$ cat src/inc/sar_pkg.sv
// constants, types and helpers shared by the converter control block
package sar_pkg;

  // ----------------------------------------------------------------
  // register map and field positions
  // ----------------------------------------------------------------
  localparam logic [7:0] CTL1_ADDR = 8'h6C;
  localparam logic [7:0] CTL2_ADDR = 8'h6D;
  localparam logic [7:0] RESH_ADDR = 8'h6E;
  localparam logic [7:0] RESL_ADDR = 8'h6F;
  localparam int C1_CHAN  = 4;
  localparam int C1_DONE  = 3;
  localparam int C1_BUSY  = 2;
  localparam int C1_REF   = 1;
  localparam int C1_START = 0;
  localparam int C2_EIGHT = 7;
  localparam int C2_SAMP  = 5;
  localparam int C2_TRIG  = 4;
  localparam int C2_IE    = 3;
  localparam int C2_CONT  = 2;
  localparam int C2_DIV   = 0;
  localparam logic [3:0] CHAN_RST = 4'h0;
  localparam logic [7:0] CTL2_RST = 8'h00;
  localparam logic [7:0] RESL_RST = 8'h00;
  localparam logic [1:0] RESH_RST = 2'h0;
  localparam int NUM_CH = 6;
  localparam int RES_W  = 10;

  // ----------------------------------------------------------------
  // timing counts, in conversion clock steps and machine clocks
  // ----------------------------------------------------------------
  localparam logic [5:0] SAMP_STEPS0 = 6'h04;
  localparam logic [5:0] SAMP_STEPS1 = 6'h08;
  localparam logic [5:0] SAMP_STEPS2 = 6'h10;
  localparam logic [5:0] SAMP_STEPS3 = 6'h20;
  localparam logic [2:0] DIV_LAST0   = 3'h0;
  localparam logic [2:0] DIV_LAST1   = 3'h1;
  localparam logic [2:0] DIV_LAST2   = 3'h3;
  localparam logic [2:0] DIV_LAST3   = 3'h7;
  localparam logic [9:0] TRIAL_MSB   = 10'h200;

  function automatic logic [5:0] sampSteps(input logic [1:0] sel);
    case (sel)
      2'h0:    sampSteps = SAMP_STEPS0;
      2'h1:    sampSteps = SAMP_STEPS1;
      2'h2:    sampSteps = SAMP_STEPS2;
      default: sampSteps = SAMP_STEPS3;
    endcase
  endfunction

  function automatic logic [2:0] divLast(input logic [1:0] sel);
    case (sel)
      2'h0:    divLast = DIV_LAST0;
      2'h1:    divLast = DIV_LAST1;
      2'h2:    divLast = DIV_LAST2;
      default: divLast = DIV_LAST3;
    endcase
  endfunction

  // ----------------------------------------------------------------
  // state types
  // ----------------------------------------------------------------
  typedef enum logic [1:0] {ST_IDLE = 2'b00, ST_SAMPLE = 2'b01, ST_RESOLVE = 2'b10} sar_state_t;

  typedef struct packed {
    sar_state_t state;
    logic [5:0] cnt;
    logic [3:0] bitIdx;
    logic [9:0] trial;
    logic [9:0] result;
    logic       donePulse;
  } sar_eng_t;

  typedef struct packed {
    logic [2:0] cnt;
    logic       tick;
    logic       trigPrev;
    logic       trigEdge;
  } sar_tick_t;

  typedef struct packed {
    logic [3:0] chan;
    logic       done;
    logic       refSw;
    logic [7:0] ctl2;
    logic [1:0] resHigh;
    logic [7:0] resLow;
    logic [7:0] rdata;
    logic       irq;
    logic [5:0] route;
  } sar_top_t;

endpackage

$ cat src/inc/sar_step_if.sv
// control to approximation engine handshake
`timescale 1ns/1ps
`default_nettype none
interface sar_step_if;
  logic       start;
  logic       tick;
  logic [1:0] sampSel;
  logic       cmpHigh;
  logic       busy;
  logic       sampling;
  logic       done;
  logic [9:0] result;
  logic [9:0] trial;
  modport ctrl   (output start, tick, sampSel, cmpHigh, input busy, sampling, done, result, trial);
  modport engine (input start, tick, sampSel, cmpHigh, output busy, sampling, done, result, trial);
endinterface
`default_nettype wire

$ cat src/design/sar_tick_gen.sv
// conversion clock divider and trigger edge detector
`timescale 1ns/1ps
`default_nettype none
module sar_tick_gen
  import sar_pkg::*;
(
  // clock and reset
  input  wire logic       ref_clk,
  input  wire logic       resetn,
  // control
  input  wire logic [1:0] divSel,
  input  wire logic       restart,
  input  wire logic       trigSel,
  input  wire logic       trigClkA,
  input  wire logic       trigClkB,
  // events
  output logic            tick,
  output logic            trigEdge
);
  sar_tick_t s;
  sar_tick_t next_s;
  logic      trigIn;

  assign trigIn   = trigSel ? trigClkB : trigClkA;
  assign tick     = s.tick;
  assign trigEdge = s.trigEdge;

  always_comb
  begin
    next_s          = s;
    next_s.trigPrev = trigIn;
    next_s.trigEdge = trigIn && !s.trigPrev;
    // restarting keeps step boundaries aligned to the launch
    if (restart)
    begin
      next_s.cnt  = 3'h0;
      next_s.tick = 1'b0;
    end
    else if (s.cnt >= divLast(divSel))
    begin
      next_s.cnt  = 3'h0;
      next_s.tick = 1'b1;
    end
    else
    begin
      next_s.cnt  = s.cnt + 3'h1;
      next_s.tick = 1'b0;
    end
  end

  always_ff @(posedge ref_clk)
  begin
    if (!resetn)
      s <= '0;
    else
      s <= next_s;
  end
endmodule
`default_nettype wire

$ cat src/design/sar_approx.sv
// sampling phase and bit by bit approximation engine
`timescale 1ns/1ps
`default_nettype none
module sar_approx
  import sar_pkg::*;
(
  // clock and reset
  input  wire logic   ref_clk,
  input  wire logic   resetn,
  // step handshake
  sar_step_if.engine  stp
);
  sar_eng_t s;
  sar_eng_t next_s;

  assign stp.busy     = s.state != ST_IDLE;
  assign stp.sampling = s.state == ST_SAMPLE;
  assign stp.done     = s.donePulse;
  assign stp.result   = s.result;
  assign stp.trial    = s.trial;

  always_comb
  begin
    next_s           = s;
    next_s.donePulse = 1'b0;
    // a start always wins, so a running conversion is dropped and relaunched
    if (stp.start)
    begin
      next_s.state = ST_SAMPLE;
      next_s.cnt   = sampSteps(stp.sampSel) - 6'h1;
      next_s.trial = '0;
    end
    else
    begin
      unique case (s.state)
        ST_IDLE: ;
        ST_SAMPLE:
          if (stp.tick)
          begin
            if (s.cnt == 6'h0)
            begin
              next_s.state  = ST_RESOLVE;
              next_s.bitIdx = 4'(RES_W - 1);
              next_s.trial  = TRIAL_MSB;
            end
            else
              next_s.cnt = s.cnt - 6'h1;
          end
        ST_RESOLVE:
          if (stp.tick)
          begin
            if (!stp.cmpHigh)
              next_s.trial[s.bitIdx] = 1'b0;
            if (s.bitIdx == 4'h0)
            begin
              next_s.state     = ST_IDLE;
              next_s.result    = next_s.trial;
              next_s.donePulse = 1'b1;
            end
            else
            begin
              next_s.bitIdx               = s.bitIdx - 4'h1;
              next_s.trial[s.bitIdx - 1]  = 1'b1;
            end
          end
        default: next_s.state = ST_IDLE;
      endcase
    end
  end

  always_ff @(posedge ref_clk)
  begin
    if (!resetn)
      s <= '0;
    else
      s <= next_s;
  end
endmodule
`default_nettype wire

$ cat src/design/sar_converter_control.sv
// register file, trigger selection and flags of the approximation converter
//
// How it works
// - a pin is routed only if its direction bit is input and channel names it
// - upper nibble of first control register picks analog input zero to five
// - a start write carrying a new channel converts that new channel
// - completion flag sets on every finish, whatever the interrupt enable
// - interrupt output is high exactly while completion flag and enable are one
// - writing zero clears the completion flag, writing one changes nothing
// - read-modify-write read phase returns one for the completion flag
// - converting flag reads one through the whole conversion and ignores writes
// - bit one drives the reference supply cut-off switch
// - writing one to start launches a conversion; zero never aborts; reads zero
// - start writes are ignored while continuous triggering is enabled
// - start write during a software conversion abandons it and restarts
// - trigger comes from start bit or from the selected trigger clock
// - clock select gives one, two, four or eight machine clocks per step
// - continuous mode starts on each rising trigger edge until disabled
// - result stored at the end on the same edge as busy clears and done sets; old result held
// - eight-bit mode puts the top eight bits low and zeroes the high bits
`timescale 1ns/1ps
`default_nettype none
module sar_converter_control
  import sar_pkg::*;
(
  // clock and reset
  input  wire logic       ref_clk,
  input  wire logic       resetn,
  // register port
  input  wire logic [7:0] regAddr,
  input  wire logic [7:0] regWdata,
  input  wire logic       regWr,
  input  wire logic       regRd,
  input  wire logic       regRmw,
  output logic      [7:0] regRdata,
  // port direction and analog routing
  input  wire logic [5:0] portDirIn,
  output logic      [5:0] analogRouteEn,
  // analog front end
  input  wire logic       cmpHigh,
  output logic      [9:0] dacTrial,
  output logic            sampleHold,
  output logic            refSwitchOn,
  // trigger clocks
  input  wire logic       trigClkA,
  input  wire logic       trigClkB,
  // interrupt controller
  output logic            irqReq
);

  // ----------------------------------------------------------------
  // state and sub-blocks
  // ----------------------------------------------------------------
  sar_top_t   s;
  sar_top_t   next_s;
  sar_step_if stp ();
  logic       trigEdge;
  logic       contMode;
  logic       wrCtl1;
  logic       wrCtl2;
  logic       swStart;
  logic       trgStart;
  logic       convFlag;

  sar_tick_gen u_tick (
    .ref_clk  (ref_clk),
    .resetn   (resetn),
    .divSel   (s.ctl2[C2_DIV +: 2]),
    .restart  (stp.start),
    .trigSel  (s.ctl2[C2_TRIG]),
    .trigClkA (trigClkA),
    .trigClkB (trigClkB),
    .tick     (stp.tick),
    .trigEdge (trigEdge)
  );

  sar_approx u_eng (
    .ref_clk (ref_clk),
    .resetn  (resetn),
    .stp     (stp)
  );

  // ----------------------------------------------------------------
  // trigger selection
  // ----------------------------------------------------------------
  assign contMode    = s.ctl2[C2_CONT];
  assign wrCtl1      = regWr && regAddr == CTL1_ADDR;
  assign wrCtl2      = regWr && regAddr == CTL2_ADDR;
  // a start write restarts, even mid-conversion, unless continuous triggering is enabled
  assign swStart     = wrCtl1 && regWdata[C1_START] && !contMode;
  assign trgStart    = contMode && trigEdge;
  assign stp.start   = swStart || trgStart;
  assign stp.sampSel = s.ctl2[C2_SAMP +: 2];
  assign stp.cmpHigh = cmpHigh;
  // the finishing cycle still reads busy so result, busy and done move together
  assign convFlag    = stp.busy || stp.done;

  // ----------------------------------------------------------------
  // outputs, all straight from flip-flops except sampleHold, decoded from the engine state
  // ----------------------------------------------------------------
  assign regRdata      = s.rdata;
  assign irqReq        = s.irq;
  assign analogRouteEn = s.route;
  assign refSwitchOn   = s.refSw;
  assign dacTrial      = stp.trial;
  assign sampleHold    = stp.sampling;

  // ----------------------------------------------------------------
  // register file
  // ----------------------------------------------------------------
  always_comb
  begin
    next_s = s;

    // first control register: channel, reference switch, flag clear
    if (wrCtl1)
    begin
      next_s.chan  = regWdata[C1_CHAN +: 4];
      next_s.refSw = regWdata[C1_REF];
    end

    // a finish in the same cycle as a clearing write keeps the flag set
    next_s.done = stp.done || (s.done && !(wrCtl1 && !regWdata[C1_DONE]));

    if (wrCtl2)
      next_s.ctl2 = regWdata;

    // old result stays visible until the new one is complete
    if (stp.done)
    begin
      if (s.ctl2[C2_EIGHT])
      begin
        next_s.resHigh = 2'h0;
        next_s.resLow  = stp.result[9:2];
      end
      else
      begin
        next_s.resHigh = stp.result[9:8];
        next_s.resLow  = stp.result[7:0];
      end
    end

    // read data stand for one cycle only
    next_s.rdata = 8'h00;
    if (regRd)
    begin
      unique case (regAddr)
        CTL1_ADDR: next_s.rdata = {s.chan, s.done || regRmw, convFlag, s.refSw, 1'b0};
        CTL2_ADDR: next_s.rdata = s.ctl2;
        RESH_ADDR: next_s.rdata = {6'h00, s.resHigh};
        RESL_ADDR: next_s.rdata = s.resLow;
        default:   next_s.rdata = 8'h00;
      endcase
    end

    // irq built from next state so it tracks the flags without lag
    next_s.irq = next_s.done && next_s.ctl2[C2_IE];

    // unselected pins and pins driven as outputs stay general purpose
    for (int i = 0; i < NUM_CH; i++)
      next_s.route[i] = !portDirIn[i] && next_s.chan == 4'(i);
  end

  always_ff @(posedge ref_clk)
  begin
    if (!resetn)
    begin
      s         <= '0;
      s.chan    <= CHAN_RST;
      s.ctl2    <= CTL2_RST;
      s.resHigh <= RESH_RST;
      s.resLow  <= RESL_RST;
    end
    else
      s <= next_s;
  end
endmodule
`default_nettype wire

$ cat config.mk
export PLATFORM = sky130hd
export DESIGN_NAME = sar_converter_control
export DESIGN_NICKNAME = d
export VERILOG_FILES = /design/src/inc/sar_pkg.sv /design/src/inc/sar_step_if.sv /design/src/design/sar_tick_gen.sv /design/src/design/sar_approx.sv /design/src/design/sar_converter_control.sv
export SDC_FILE = /design/constraint.sdc
export NUM_CORES = 1
export LEC_CHECK = 0
export ABC_AREA = 0
export BUFFER_PORTS_ARGS = -buffer_cell sky130_fd_sc_hd__buf_2
export CAP_MARGIN = 0
export CORE_MARGIN = 1.5
export CORE_UTILIZATION = 50
export DETAILED_ROUTE_END_ITERATION = 6
export PLACE_DENSITY = 0.72
export SYNTH_ARGS = -nofsm -noshare
export SYNTH_HDL_FRONTEND = slang
export SYNTH_SLANG_ARGS = --single-unit
$ cat constraint.sdc
create_clock -name ref_clk -period 5.1 [get_ports ref_clk]
set_input_delay 0 -clock ref_clk [delete_from_list [all_inputs] [get_ports ref_clk]]
set_output_delay 0 -clock ref_clk [all_outputs]
set_load 0.01 [all_outputs]
==> out/results.tsv <==
stage	metric	value	unit
place	portBuffers	56	
sta	worst_slew_pin_slew	0.727	ns
setup_path	path_depth	9	
setup_path	r2r_start	contMode	
drt	drt_wl_total	8400	um
clock_tree	clock-root-buffer	clkbuf_8	
sta	finClkSkew	0.00991	ns
setup_path	r2r_end	u_eng.s[29]	
setup_path	crit_type	reg2reg	
logic_synthesis	async_flop_share	0	%
clock_tree	cts_htree_levels	3	
logic_synthesis	synth.distinct_cells	56	
setup_path	crit_path_max_incr_delay	0.34	ns
worst_hold_path	min_from	regAddr[1]	
sta	post-route-min-period	2.32	ns
setup_path	reg2reg_slack	2.78	ns
setup_path	critPathRequiredTime	5.33	ns
drt	drtIter0Drc	172	
sta	slew-limit-headroom	51.2	%
logic_synthesis	ys_seq_elements	78	
die	core	7210	sq um
worst_hold_path	hold_depth	3	
power	comb_power_share	4.4	%
die	rows	31	
place	place_area	3860	sq um
setup_path	rr_worst_depth	9	
setup_path	cp_max_fo	8	
clock_tree	cts_resized	0	
sta	setup_ws	2.78	ns
power	clockPowerShare	41.3	%
drt	via_count	3224	
sta	hold_viol	0	
layout	final_common_cell	dfxtp_1	
place	pre_cts_slack	2.79	ns
layout	drive_gt1_share	17.4	%
global_route	antenna_found_initial	0	
sta	rsz0062_at_grt	no	
die	dieArea	7980	sq um
logic_synthesis	yosysSeqAreaShare	41.9	%
setup_path	start_kind	flip-flop	
logic_synthesis	yosysWarnings	0	
power	leakagePower	0.00163	uW
worst_hold_path	worst_hold_path_type	in2reg	
global_route	grt_max_degree	33	
setup_path	critPathSlowestCell	dfxtp_1	
power	p_int	871	uW
power	power.total	1130	uW
die	dieHeight	89.4	um
drt	antenna_left	0	
layout	stdcell_area	4220	sq um
clock_tree	cts.path.max_buffers	2	
power	swShare	22.8	%
sta	finalSetupViolations	0	
logic_synthesis	synth-edff-count	0	
die	die_w	89.4	um
flow_run	cap_viol_max_count	0	
logic_synthesis	postSynthAreaPerCell	8.53	sq um
power	seqPwrFrac	54.3	%
clock_tree	cts.sinks	78	
power	vdd.ir_drop.worst	0.133	mV
layout	diodes	0	
setup_path	crit_buf_inv	0	
global_route	grt_overflow	0	
global_route	grt_pass1_wl	13800	um
logic_synthesis	synthFlopType	dfxtp_1	
die	initial_core_util	51.7	%
setup_path	end_kind	flip-flop	
power	pwr_density_cell	267	nW/um^2
die	pin_count	57	
place	dpl.hpwl	5600	um
drt	drc_errors	0	
place	gp_congestion	0.892	
sta	fmax	431	MHz
drt	viasPerCell	5.61	
global_route	grt_usage	22.5	%
layout	area_growth	13.3	%
global_route	grt_pass1_vias	2858	
drt	avgRoutedWirePerCell	14.6	um
clock_tree	clock_latency	0.35	ns
clock_tree	cts_tree	yes	
sta	final.setup.tns	0	ns
logic_synthesis	syn_area	3730	sq um
layout	layout_common_cells	78 x dfxtp_1, 56 x buf_2, 54 x nor2_1	
logic_synthesis	syn_inst	437	
run_status	outcome	finished, final reports clean	
sta	finalMaxSlewViolations	0	
setup_path	crit_path_cell_trace	nor4b_1 -> nand4_1 -> and2_1 -> nand2_1 -> ha_1 -> nand3_1 -> nor3_1 -> mux2i_1 -> a211oi_1	
power	p_switching	257	uW
logic_synthesis	syn-num-nets	472	
worst_hold_path	worstHoldEndpoint	regRdata[0]	
setup_path	cp_data_arrival_time	2.55	ns
sta	fin_crit_sh	45.5	%
clock_tree	path_clk_slew	0.08	ns
layout	final_util	58.5	%
drt	first_pass_iters	4	
clock_tree	cts_buffers	9	
layout	layout.nets	507	
setup_path	path_delay_family	simple AND/OR/NAND/NOR gates	
-- synth_stat cells, types with 4 or more instances --
cell / count / area [sq um]
a21oi_1: 32 / 160
a31oi_1: 6 / 37.5
nand3_1: 22 / 110
xnor2_1: 4 / 35.0
ha_1: 5 / 62.6
buf_2: 5 / 25.0
nand4_1: 4 / 25.0
nand2_1: 31 / 116
a211oi_1: 12 / 90.1
clkbuf_1: 19 / 71.3
mux2i_1: 24 / 240
o21ai_0: 17 / 85.1
inv_1: 8 / 30.0
or3_1: 6 / 37.5
nor4b_1: 4 / 35.0
nor3_1: 12 / 60.1
buf_4: 25 / 188
nor2_1: 54 / 203
o211ai_1: 4 / 30.0
nand2b_1: 6 / 37.5
dfxtp_1: 78 / 1560
o31ai_1: 7 / 52.6
nor2b_1: 4 / 25.0
a22oi_1: 4 / 30.0
-- worst register-to-register path, cell delays in order (launching register included) --
cell and delay, ns:
dfxtp_1 0.34, nor4b_1 0.32, nand4_1 0.28, and2_1 0.33
nand2_1 0.10, ha_1 0.21, nand3_1 0.13, nor3_1 0.20
mux2i_1 0.21, a211oi_1 0.08
-- power by group through the flow --
stage / clock network (uW) / registers, uW / logic, uW
2_1_floorplan: 0 / 625 / 22.9
3_3_place_gp: 0 / 626 / 38.9
3_5_place_dp: 0 / 626 / 39.1
4_1_cts: 473 / 612 / 49.3
5_1_grt: 503 / 612 / 55.0
6_report: 466 / 612 / 49.6
-- through the flow --
step	hold WS, ns	instances
2_1_floorplan	0.0783	437
3_3_place_gp	0.165	543
3_5_place_dp	0.166	543
4_1_cts	0.0407	575
5_1_grt	0.0639	575
6_report	0.0428	575
-- kinds of logic (layout without fill, tap and decap cells) --
| logic type | Yosys count | count (layout) | synth area share (%) |
|---|---|---|---|
| buffers and inverters | 59 | 98 | 8.62 |
| flip-flops | 78 | 78 | 41.9 |
| XOR/XNOR | 4 | 4 | 0.940 |
| AND/OR/NAND/NOR | 169 | 169 | 23.2 |
| adder cells (fa/ha/maj) | 5 | 5 | 1.68 |
| AO/OA/AOI/OAI | 94 | 94 | 15.7 |
| multiplexers | 28 | 28 | 7.95 |
-- worst max-delay path by stage --
| stage | slack [ns] | end | startpoint |
|---|---|---|---|
| detailed placement | 2.79 | u_eng.s[29] | contMode |
| global route | 2.56 | u_eng.s[29] | contMode |
| CTS | 2.78 | u_eng.s[29] | contMode |
| finish | 2.78 | u_eng.s[29] | contMode |
| floorplan | 2.98 | u_eng.s[29] | contMode |
| global placement | 2.92 | u_eng.s[29] | contMode |
-- flip-flops by register name (all words and copies together) (netlist names) --
register and count:
s 22, u_tick.trigEdge 1, analogRouteEn 6, u_eng.s 12, u_eng.stp.trial 10, irqReq 1, u_tick.tick 1, contMode 1
u_eng.stp.result 10, u_tick.s 4, u_eng.stp.done 1, refSwitchOn 1, regRdata 8
-- repair_timing --
action	4_1_cts	5_1_grt
hold endpoints to repair	21	0
hold buffers	17	0
setup buffers	0	0
-- cell type report --
cell class | instances | area, sq um
inverters | 8 | 30.0
clock buffers | 10 | 138
repair buffers | 75 | 465
fillers | 663 | 2990
flip-flops and latches | 78 | 1560
well taps | 99 | 124
multi-input cells | 300 | 1850
clock inverters | 5 | 58.8
-- routing by layer --
metal,wire [um],global-route usage (%),up-vias
li1,-,-,1603
met1,3910,30.7,1496
met2,3890,35.7,116
met3,497,4.80,9
met4,105,7.13,0
met5,0,0,-
Power figures use the tool's default switching activity.
